File: config.mk
export PLATFORM = sky130hd
export DESIGN_NAME = tarp_regbank
export DESIGN_NICKNAME = d
export VERILOG_FILES = /design/src/common/tarp_pkg.sv /design/src/verilog/tarp_bank_ptr.sv /design/src/verilog/tarp_ms_timer.sv /design/src/verilog/tarp_regbank.sv
export VERILOG_INCLUDE_DIRS = /design/src /design/src/common
export SDC_FILE = /design/constraint.sdc
export NUM_CORES = 1
export LEC_CHECK = 0
export CAP_MARGIN = 40
export CELL_PAD_IN_SITES_DETAIL_PLACEMENT = 1
export CELL_PAD_IN_SITES_GLOBAL_PLACEMENT = 2
export CORE_AREA = 2 2 213 215
export DETAILED_ROUTE_END_ITERATION = 7
export DIE_AREA = 0 0 215 217
export DONT_BUFFER_PORTS = 1
export PLACE_DENSITY_LB_ADDON = 0.1
export SLEW_MARGIN = 20
export SYNTH_ARGS = -nofsm -noshare
export SYNTH_HDL_FRONTEND = slang
export SYNTH_SLANG_ARGS = --single-unit
File: constraint.sdc
create_clock -name i_clk_sys -period 10.8 [get_ports i_clk_sys]
set_clock_uncertainty 0.1 [all_clocks]
set_input_delay 2.16 -clock i_clk_sys [delete_from_list [all_inputs] [get_ports i_clk_sys]]
set_output_delay 2.16 -clock i_clk_sys [all_outputs]
set_load 0.01 [all_outputs]
File: src/common/tarp_regs.svh
// offsets, field positions, reset values and timing counts
`ifndef TARP_REGS_SVH
`define TARP_REGS_SVH
`define TARP_OFF_FILLED       12'h334
`define TARP_OFF_TIMEOUT      12'h338
`define TARP_OFF_MEMPTR       12'h33c
`define TARP_OFF_IRQ_STATUS   12'h350
`define TARP_OFF_IRQ_CLEAR    12'h358
`define TARP_OFF_IRQ_ENABLE   12'h35c
`define TARP_OFF_SWRESET      12'h30c
`define TARP_BIT_ASYNC_FILL   0
`define TARP_BIT_INT_FILL     1
`define TARP_BIT_ISO_FILL     2
`define TARP_BIT_RESET_ALL    0
`define TARP_MSB_BANK         17
`define TARP_LSB_BANK         16
`define TARP_MSB_START        15
`define TARP_RST_VALUE        32'h0000_0000
`define TARP_CLK_MHZ          100
`define TARP_MS_US            1000
`define TARP_MS_CYCLES        (`TARP_CLK_MHZ * `TARP_MS_US)
`define TARP_BYTES_PER_READ   16'h0004
`define TARP_IRQ_TIMEOUT      0
`define TARP_IRQ_PTR_WRAP     1
`endif

File: src/common/tarp_pkg.sv
// types shared by the register bank
package tarp_pkg;
	typedef enum logic [1:0] {
		TARP_AREA_ISO,
		TARP_AREA_INT,
		TARP_AREA_ASYNC,
		TARP_AREA_IDLE
	} tarp_area_t;
	typedef enum logic [1:0] {
		TARP_TMO_IDLE,
		TARP_TMO_RUN,
		TARP_TMO_DONE
	} tarp_tmo_state_t;
endpackage : tarp_pkg

File: src/verilog/tarp_bank_ptr.sv
// one auto-incrementing bank read pointer
`timescale 1ns/100ps
`include "tarp_regs.svh"
module tarp_bank_ptr (
	// clock and reset
	input  wire logic        i_clk_sys,
	input  wire logic        i_rst,
	input  wire logic        i_ce,
	input  wire logic        i_soft_clr,
	// control
	input  wire logic        i_load,
	input  wire logic [15:0] i_start,
	input  wire logic        i_advance,
	// state
	output logic      [15:0] o_ptr,
	output logic             o_wrap
);
	logic [15:0] ptr_q;
	logic [15:0] ptr_d;
	assign ptr_d  = ptr_q + `TARP_BYTES_PER_READ;
	assign o_ptr  = ptr_q;
	assign o_wrap = i_advance && !i_load && (ptr_d < ptr_q);
	always_ff @(posedge i_clk_sys or posedge i_rst) begin
		if (i_rst) begin
			ptr_q <= 16'h0000;
		end else if (i_ce) begin
			if (i_soft_clr) begin
				ptr_q <= 16'h0000;
			end else if (i_load) begin
				ptr_q <= i_start;
			end else if (i_advance) begin
				ptr_q <= ptr_d;
			end
		end
	end
endmodule : tarp_bank_ptr

File: src/verilog/tarp_ms_timer.sv
// millisecond timeout counter for completed async descriptors
`timescale 1ns/100ps
`include "tarp_regs.svh"
module tarp_ms_timer #(
	parameter int unsigned MS_CYCLES = `TARP_MS_CYCLES
) (
	// clock and reset
	input  wire logic        i_clk_sys,
	input  wire logic        i_rst,
	input  wire logic        i_ce,
	input  wire logic        i_soft_clr,
	// control
	input  wire logic [31:0] i_limit_ms,
	input  wire logic        i_async_done,
	// result
	output logic             o_expired
);
	tarp_pkg::tarp_tmo_state_t st_q;
	logic [31:0] tick_q;
	logic [31:0] ms_q;
	logic        tick_end;
	assign tick_end  = (tick_q == MS_CYCLES - 1);
	assign o_expired = (st_q == tarp_pkg::TARP_TMO_DONE);
	always_ff @(posedge i_clk_sys or posedge i_rst) begin
		if (i_rst) begin
			st_q   <= tarp_pkg::TARP_TMO_IDLE;
			tick_q <= 32'h0000_0000;
			ms_q   <= 32'h0000_0000;
		end else if (i_ce) begin
			if (i_soft_clr) begin
				st_q   <= tarp_pkg::TARP_TMO_IDLE;
				tick_q <= 32'h0000_0000;
				ms_q   <= 32'h0000_0000;
			end else begin
				case (st_q)
				tarp_pkg::TARP_TMO_IDLE: begin
					tick_q <= 32'h0000_0000;
					ms_q   <= 32'h0000_0000;
					if (i_async_done && i_limit_ms != 32'h0000_0000) begin
						st_q <= tarp_pkg::TARP_TMO_RUN;
					end
				end
				tarp_pkg::TARP_TMO_RUN: begin
					tick_q <= tick_end ? 32'h0000_0000 : tick_q + 32'h0000_0001;
					if (i_limit_ms == 32'h0000_0000) begin
						st_q <= tarp_pkg::TARP_TMO_IDLE;
					end else if (tick_end) begin
						ms_q <= ms_q + 32'h0000_0001;
						if (ms_q + 32'h0000_0001 >= i_limit_ms) begin
							st_q <= tarp_pkg::TARP_TMO_DONE;
						end
					end
				end
				tarp_pkg::TARP_TMO_DONE: begin
					st_q <= tarp_pkg::TARP_TMO_IDLE;
				end
				default: begin
					st_q <= tarp_pkg::TARP_TMO_IDLE;
				end
				endcase
			end
		end
	end
endmodule : tarp_ms_timer

File: src/verilog/tarp_regbank.sv
// transfer area flags, async done timeout and bank read pointers
// Function
// - filled area gets its descriptor headers walked
// - bit 2 gates isochronous area
// - bit 1 gates interrupt area
// - bit 0 gates asynchronous area
// - 32-bit ms timeout raises enabled interrupt
// - timeout applies to async done only
// - pointer write latches start for bank
// - each bank read advances that pointer
// - bits 17:16 select one of four banks
// - bits 15:0 hold start address
// - software reset clears all registers
//
// The Wishbone slave port is this design's own decision.
`timescale 1ns/100ps
`include "tarp_regs.svh"
module tarp_regbank #(
	parameter int unsigned MS_CYCLES = `TARP_MS_CYCLES
) (
	// clock, reset, enable
	input  wire logic        i_clk_sys,
	input  wire logic        i_rst,
	input  wire logic        i_ce,
	// wishbone slave
	input  wire logic        i_wb_cyc,
	input  wire logic        i_wb_stb,
	input  wire logic        i_wb_we,
	input  wire logic [11:0] i_wb_adr,
	input  wire logic [3:0]  i_wb_sel,
	input  wire logic [31:0] i_wb_dat,
	output logic      [31:0] o_wb_dat,
	output logic             o_wb_ack,
	// memory read port
	input  wire logic        i_mem_rd,
	input  wire logic [1:0]  i_mem_bank,
	output logic      [15:0] o_mem_addr,
	// scheduler side
	input  wire logic        i_async_done,
	input  wire logic        i_sched_start,
	output logic             o_walk_iso,
	output logic             o_walk_int,
	output logic             o_walk_async,
	// interrupt
	output logic             o_irq
);
	logic [2:0]  fill_q;
	logic [31:0] tmo_q;
	logic [17:0] memreg_q;
	logic [1:0]  irq_sta_q;
	logic [1:0]  irq_en_q;
	logic        ack_q;
	logic [31:0] rdat_q;
	logic        soft_clr_q;
	logic [15:0] ptr [4];
	logic [3:0]  wrap;
	logic        expired;
	logic        req;
	logic        wr;
	logic        rd;
	logic        full_wr;
	logic        hit_fill;
	logic        hit_tmo;
	logic        hit_mem;
	logic        hit_sta;
	logic        hit_clr;
	logic        hit_en;
	logic        hit_rst;
	logic        mapped;
	logic [31:0] rmux;
	logic [1:0]  ev;

	assign req      = i_wb_cyc && i_wb_stb && !ack_q;
	assign wr       = req && i_wb_we && i_ce;
	assign rd       = req && !i_wb_we;
	assign full_wr  = wr && (i_wb_sel == 4'hf);
	assign hit_fill = (i_wb_adr == `TARP_OFF_FILLED);
	assign hit_tmo  = (i_wb_adr == `TARP_OFF_TIMEOUT);
	assign hit_mem  = (i_wb_adr == `TARP_OFF_MEMPTR);
	assign hit_sta  = (i_wb_adr == `TARP_OFF_IRQ_STATUS);
	assign hit_clr  = (i_wb_adr == `TARP_OFF_IRQ_CLEAR);
	assign hit_en   = (i_wb_adr == `TARP_OFF_IRQ_ENABLE);
	assign hit_rst  = (i_wb_adr == `TARP_OFF_SWRESET);
	assign mapped   = hit_fill | hit_tmo | hit_mem | hit_sta | hit_en;
	assign rmux = hit_fill ? {29'h0, fill_q} :
		hit_tmo ? tmo_q :
		hit_mem ? {14'h0, memreg_q} :
		hit_sta ? {30'h0, irq_sta_q} :
		hit_en  ? {30'h0, irq_en_q} : 32'h0000_0000;
	assign ev = {|wrap, expired};

	// area walk enables follow the filled flags
	assign o_walk_iso   = i_sched_start && fill_q[`TARP_BIT_ISO_FILL];
	assign o_walk_int   = i_sched_start && fill_q[`TARP_BIT_INT_FILL];
	assign o_walk_async = i_sched_start && fill_q[`TARP_BIT_ASYNC_FILL];
	assign o_irq        = |(irq_sta_q & irq_en_q);
	assign o_wb_ack     = ack_q;
	assign o_wb_dat     = rdat_q;
	assign o_mem_addr   = ptr[i_mem_bank];

	genvar g;
	generate
		for (g = 0; g < 4; g++) begin : g_bank
			localparam logic [1:0] BANK_ID = 2'(g);
			tarp_bank_ptr u_ptr (
				.i_clk_sys  (i_clk_sys),
				.i_rst      (i_rst),
				.i_ce       (i_ce),
				.i_soft_clr (soft_clr_q),
				.i_load     (full_wr && hit_mem &&
					i_wb_dat[`TARP_MSB_BANK:`TARP_LSB_BANK] == BANK_ID),
				.i_start    (i_wb_dat[`TARP_MSB_START:0]),
				.i_advance  (i_mem_rd && i_mem_bank == BANK_ID),
				.o_ptr      (ptr[g]),
				.o_wrap     (wrap[g])
			);
		end
	endgenerate

	tarp_ms_timer #(.MS_CYCLES(MS_CYCLES)) u_tmr (
		.i_clk_sys    (i_clk_sys),
		.i_rst        (i_rst),
		.i_ce         (i_ce),
		.i_soft_clr   (soft_clr_q),
		.i_limit_ms   (tmo_q),
		.i_async_done (i_async_done),
		.o_expired    (expired)
	);

	// bus answer: one ack with one wait state, read data registered
	always_ff @(posedge i_clk_sys or posedge i_rst) begin
		if (i_rst) begin
			ack_q  <= 1'b0;
			rdat_q <= 32'h0000_0000;
		end else if (i_ce) begin
			ack_q  <= req;
			rdat_q <= (rd && mapped) ? rmux : 32'h0000_0000;
		end
	end

	// software reset pulse
	always_ff @(posedge i_clk_sys or posedge i_rst) begin
		if (i_rst) begin
			soft_clr_q <= 1'b0;
		end else if (i_ce) begin
			soft_clr_q <= wr && hit_rst && i_wb_sel[0] &&
				i_wb_dat[`TARP_BIT_RESET_ALL];
		end
	end

	// configuration registers
	always_ff @(posedge i_clk_sys or posedge i_rst) begin
		if (i_rst) begin
			fill_q   <= 3'h0;
			tmo_q    <= `TARP_RST_VALUE;
			memreg_q <= 18'h00000;
			irq_en_q <= 2'h0;
		end else if (i_ce) begin
			if (soft_clr_q) begin
				fill_q   <= 3'h0;
				tmo_q    <= `TARP_RST_VALUE;
				memreg_q <= 18'h00000;
				irq_en_q <= 2'h0;
			end else begin
				if (wr && hit_fill && i_wb_sel[0]) begin
					fill_q <= i_wb_dat[2:0];
				end
				if (full_wr && hit_tmo) begin
					tmo_q <= i_wb_dat;
				end
				if (full_wr && hit_mem) begin
					memreg_q <= i_wb_dat[17:0];
				end
				if (wr && hit_en && i_wb_sel[0]) begin
					irq_en_q <= i_wb_dat[1:0];
				end
			end
		end
	end

	// sticky status: set wins over clear
	always_ff @(posedge i_clk_sys or posedge i_rst) begin
		if (i_rst) begin
			irq_sta_q <= 2'h0;
		end else if (i_ce) begin
			if (soft_clr_q) begin
				irq_sta_q <= 2'h0;
			end else if (wr && hit_clr && i_wb_sel[0]) begin
				irq_sta_q <= (irq_sta_q & ~i_wb_dat[1:0]) | ev;
			end else begin
				irq_sta_q <= irq_sta_q | ev;
			end
		end
	end

	property p_fill_gate;
		@(posedge i_clk_sys) disable iff (i_rst)
		!fill_q[`TARP_BIT_ISO_FILL] |-> !o_walk_iso;
	endproperty
	a_fill_gate: assert property (p_fill_gate)
		else $error("iso walked while flag clear");
	property p_int_gate;
		@(posedge i_clk_sys) disable iff (i_rst)
		i_sched_start && fill_q[`TARP_BIT_INT_FILL] |-> o_walk_int;
	endproperty
	a_int_gate: assert property (p_int_gate)
		else $error("int area not walked");
	property p_async_gate;
		@(posedge i_clk_sys) disable iff (i_rst)
		o_walk_async |-> fill_q[`TARP_BIT_ASYNC_FILL] && i_sched_start;
	endproperty
	a_async_gate: assert property (p_async_gate)
		else $error("async walked without flag");
	property p_tmo_irq;
		@(posedge i_clk_sys) disable iff (i_rst)
		i_ce && expired && irq_en_q[`TARP_IRQ_TIMEOUT] && !soft_clr_q
			|=> o_irq;
	endproperty
	a_tmo_irq: assert property (p_tmo_irq)
		else $error("timeout did not raise irq");
	property p_ptr_load;
		@(posedge i_clk_sys) disable iff (i_rst)
		i_ce && full_wr && hit_mem && !soft_clr_q |=>
			ptr[$past(i_wb_dat[17:16])] == $past(i_wb_dat[15:0]);
	endproperty
	a_ptr_load: assert property (p_ptr_load)
		else $error("bank pointer not loaded");
	property p_ptr_step;
		@(posedge i_clk_sys) disable iff (i_rst)
		i_ce && i_mem_rd && !soft_clr_q && !(full_wr && hit_mem) |=>
			ptr[$past(i_mem_bank)] ==
			$past(o_mem_addr) + `TARP_BYTES_PER_READ;
	endproperty
	a_ptr_step: assert property (p_ptr_step)
		else $error("pointer did not advance by one access");
	property p_swreset;
		@(posedge i_clk_sys) disable iff (i_rst)
		soft_clr_q && i_ce |=> fill_q == 3'h0 && tmo_q == 32'h0 && !o_irq;
	endproperty
	a_swreset: assert property (p_swreset)
		else $error("software reset left state");
	property p_ack_once;
		@(posedge i_clk_sys) disable iff (i_rst)
		o_wb_ack && i_ce |=> !o_wb_ack;
	endproperty
	a_ack_once: assert property (p_ack_once)
		else $error("ack held two cycles");
	property p_no_done_no_run;
		@(posedge i_clk_sys) disable iff (i_rst)
		tmo_q == 32'h0 |-> !expired;
	endproperty
	a_no_done_no_run: assert property (p_no_done_no_run)
		else $error("timer expired with zero limit");
	property p_walk_idle;
		@(posedge i_clk_sys) disable iff (i_rst)
		!i_sched_start |-> !o_walk_iso && !o_walk_int && !o_walk_async;
	endproperty
	a_walk_idle: assert property (p_walk_idle)
		else $error("area walked without a scheduler pass");
	property p_int_clear;
		@(posedge i_clk_sys) disable iff (i_rst)
		!fill_q[`TARP_BIT_INT_FILL] |-> !o_walk_int;
	endproperty
	a_int_clear: assert property (p_int_clear)
		else $error("int area walked while flag clear");
	property p_ptr_hold;
		@(posedge i_clk_sys) disable iff (i_rst)
		i_ce && !i_mem_rd && !soft_clr_q && !(full_wr && hit_mem) |=>
			ptr[$past(i_mem_bank)] == $past(o_mem_addr);
	endproperty
	a_ptr_hold: assert property (p_ptr_hold)
		else $error("pointer moved without a read");
	property p_swreset_ptr;
		@(posedge i_clk_sys) disable iff (i_rst)
		soft_clr_q && i_ce |=> o_mem_addr == 16'h0000 &&
			memreg_q == 18'h00000 && irq_en_q == 2'h0;
	endproperty
	a_swreset_ptr: assert property (p_swreset_ptr)
		else $error("software reset left pointer state");
	property p_sta_sticky;
		@(posedge i_clk_sys) disable iff (i_rst)
		i_ce && irq_sta_q[`TARP_IRQ_TIMEOUT] && !soft_clr_q &&
			!(wr && hit_clr && i_wb_sel[0] && i_wb_dat[`TARP_IRQ_TIMEOUT])
			|=> irq_sta_q[`TARP_IRQ_TIMEOUT];
	endproperty
	a_sta_sticky: assert property (p_sta_sticky)
		else $error("timeout status lost without clear");
	property p_fill_write;
		@(posedge i_clk_sys) disable iff (i_rst)
		i_ce && wr && hit_fill && i_wb_sel[0] && !soft_clr_q |=>
			fill_q == $past(i_wb_dat[2:0]);
	endproperty
	a_fill_write: assert property (p_fill_write)
		else $error("filled flags not written");
	c_walk: cover property (@(posedge i_clk_sys) o_walk_async && o_walk_iso);
	c_irq: cover property (@(posedge i_clk_sys) o_irq);
	c_step: cover property (@(posedge i_clk_sys) i_mem_rd ##1 i_mem_rd);
	c_swreset: cover property (@(posedge i_clk_sys) soft_clr_q);
	c_wrap: cover property (@(posedge i_clk_sys) i_ce && |wrap);
endmodule : tarp_regbank

==> impl_metrics.env <==
export IMPL_wl_per_cell_um=24.1
export IMPL_gp_congestion=0.906
export IMPL_synth_edf_count=0
export IMPL_pwr_share_comb_pct=18.8
export IMPL_io_pin_count=112
export IMPL_initial_utilization_pct=31.4
export IMPL_cts_tree="yes"
export IMPL_ir_drop_mv=0.106
export IMPL_hold_path_class="flip-flop to flip-flop"
export IMPL_cp_end_kind="primary output"
export IMPL_clk_latency_ns=0.57
export IMPL_reg2reg_slack_ns=6.84
export IMPL_start_kind="primary input"
export IMPL_cts_resized=0
export IMPL_final_nets=1650
export IMPL_vias=12155
export IMPL_dr_pass1_iters=5
export IMPL_syn_instance_count=1557
export IMPL_worst_pin_slew_ns=0.811
export IMPL_clkSinkCount=221
export IMPL_finalSetupViolations=0
export IMPL_worstPathArrival_ns=2.74
export IMPL_syn_num_nets=1678
export IMPL_slew_viol_final=0
export IMPL_maxSlewHeadroom_pct=44.6
export IMPL_rsz0062_at_grt="no"
export IMPL_grt_pass1_vias=12337
export IMPL_layout_common_cells="220 x dfrtp_1, 197 x nand2_1, 130 x o21ai_0"
export IMPL_drtAntennaViolNets=0
export IMPL_grt_pass1_wl_um=80000
export IMPL_synth_area_um2=14000
export IMPL_hpwlAfterDp_um=38100
export IMPL_final_common_cell="dfrtp_1"
export IMPL_yosysWarnings=0
export IMPL_die_width_um=215
export IMPL_cts_setup_buffers=0
export IMPL_clk_pin_slew_worst_paths_ns=0.06
export IMPL_critPathBufInv=0
export IMPL_final_cell_area_um2=15800
export IMPL_p_int_mw=1.75
export IMPL_drt_vias_per_instance=5.65
export IMPL_synth_top_area_share_pct=39.4
export IMPL_path_cells="mux4_2"
export IMPL_grt_antenna_before_repair=5
export IMPL_cp_max_fo=22
export IMPL_p_leak_nw=6.69
export IMPL_grt_max_degree=59
export IMPL_syn_avg_cell_area_um2=9.01
export IMPL_worstSetupPathType="primary input to primary output"
export IMPL_pwr_share_seq_pct=39.6
export IMPL_share_clk_of_total_power_pct=41.6
export IMPL_run_status="completed"
export IMPL_synth_top_area_cell="dfrtp_1"
export IMPL_global_route_overflow_total=0
export IMPL_synth_ff_type="dfrtp_1"
export IMPL_fmax_ghz=0.200
export IMPL_totalWireLength_um=51900
export IMPL_numCtsBuffers=29
export IMPL_finalCritPeriodShare_pct=46.3
export IMPL_cts_root_buf="clkbuf_16"
export IMPL_rows=78
export IMPL_critPathSlowestCell="mux4_2"
export IMPL_place_area_um2=14700
export IMPL_core_um2=44700
export IMPL_ctsHoldBuffers=0
export IMPL_die_h_um=217
export IMPL_cellPowerDensity_nw_per_um2=164
export IMPL_critical_path_max_stage_delay_ns=0.56
export IMPL_clk_path_buf_depth=3
export IMPL_ctsHtreeMaxLevel=1
export IMPL_finalCriticalPeriod_ns=5.00
export IMPL_track_usage_pct=22.3
export IMPL_async_flop_share_pct=100
export IMPL_seq_area_frac_synth_pct=39.4
export IMPL_crit_family="multiplexers"
export IMPL_synth_area_top_cells="dfrtp_1 39%, ha_1 5.5%, nand2_1 5.3%"
export IMPL_netlist_cell_type_count=88
export IMPL_maxCapViolations=0
export IMPL_area_growth_pct=12.6
export IMPL_hold_viol=0
export IMPL_synth_seq_cells=221
export IMPL_p_switching_mw=0.838
export IMPL_drc=0
export IMPL_port_buffers=0
export IMPL_first_iter_violations=802
export IMPL_dieArea_um2=46700
export IMPL_swShare_pct=32.3
export IMPL_required_ns=8.54
export IMPL_fin_tns_setup_ns=0
export IMPL_drive_gt1_share_pct=9.23
-- routing by layer --
metal | routed length [um] | GRT usage, % | vias up | part of all wire, %
met4 | 1380 | 6.28 | 0 | 2.7
li1 | - | - | 5658 | -
met5 | 0 | 0 | - | 0
met2 | 22300 | 33.4 | 297 | 43
met1 | 24400 | 31.3 | 6123 | 47
met3 | 3890 | 6.47 | 77 | 7.5
-- cells in the mapped netlist, types with 7 or more instances --
cell type  instances
and2_1            10
or3_1              9
buf_2             14
nand4_1           27
nand2b_1          14
a211oi_1          10
a21oi_1           55
dfrtp_1          221
nand3_1           47
clkbuf_1          61
mux2i_1           13
xor2_1            28
nor4_1            20
o21ai_0          130
nor2_1            97
o2bb2ai_2          9
and4_1             9
o21ai_1           26
inv_1             84
nor3_1            43
o31ai_1           48
and3_1            29
a22o_1            50
a31oi_1           15
xnor2_1           35
o2bb2ai_1         13
a22oi_1           17
ha_1              62
nand2_1          197
mux4_2            16
nand3b_1           7
a21o_1             7
o22a_1             7
nor2b_1           16
-- worst paths after layout --
kind | start | to | cells past startpoint
min in group asynchronous | i_rst | g_bank[0].u_ptr.o_ptr[10] | 1
worst max register to register | u_tmr.ms_q[0] | u_tmr.st_q[0] | 13
worst max-delay path | i_mem_bank[0] | o_mem_addr[0] | 1
max in group asynchronous | i_rst | o_wb_dat[10] | 3
worst min register to register | memreg_q[7] | memreg_q[7] | 2
worst min-delay path | memreg_q[7] | memreg_q[7] | 2
-- metrics by stage --
stage | utilization, % | worst slack (ns) | hold slack, ns | instances | power [mW]
floorplan | - | 2.49 | 0.343 | 1557 | 1.36
global placement | 32.5 | 5.61 | 0.364 | 2086 | 1.50
detailed placement | 32.8 | 5.72 | 0.371 | 2095 | 1.52
CTS | 35.2 | 5.81 | 0.386 | 2147 | 2.62
global route | 35.3 | 5.81 | 0.412 | 2150 | 2.74
finish | 35.3 | 5.80 | 0.384 | 2151 | 2.59
-- cells by family (layout without fill, tap and decap cells) --
kind of cell | count (synthesis) | count (layout) | synth area share, %
XOR/XNOR | 63 | 63 | 3.93
adder cells (fa/ha/maj) | 62 | 62 | 5.53
AO/OA/AOI/OAI | 436 | 436 | 21.0
other | 0 | 1 | 0
flip-flops | 221 | 221 | 39.4
buffers and inverters | 171 | 164 | 5.14
AND/OR/NAND/NOR | 574 | 574 | 21.3
multiplexers | 30 | 30 | 3.58
-- worst reg2reg max path: cells and delay by family (launching register included) --
kind | cells | cell delay, ns
fa+ha+maj | 2 | 0.59
flops | 1 | 0.41
compound gates | 2 | 0.98
simple gates | 8 | 1.62
xor+xnor | 1 | 0.15
-- power by group through the flow --
stage	logic, mW	clock network, mW	registers [mW]
after floorplan	0.416	0	0.945
after global placement	0.468	0	1.04
after detailed placement	0.489	0	1.04
after CTS	0.491	1.11	1.02
after global routing	0.556	1.14	1.04
final	0.487	1.08	1.02
-- sequential cells by signal, summed over array words and instances (netlist names) --
register / count
u_tmr.st_q: 2
u_tmr.ms_q: 32
fill_q: 3
o_wb_ack: 1
memreg_q: 18
irq_sta_q: 2
u_tmr.tick_q: 32
tmo_q: 32
soft_clr_q: 1
o_wb_dat: 32
irq_en_q: 2
g_bank.u_ptr.o_ptr: 64
-- final cells by class --
type                            count  area [um2]
Tap cell                          600         751
Antenna cell                        1        2.50
Fill cell                        5214       28900
Clock buffer                       32         747
Inverter                           85         327
Clock inverter                     20         300
Sequential cell                   221        5530
Multi-Input combinational cell   1165        7810
Timing Repair Buffer               27         319
(Power assumes the default switching activity.)
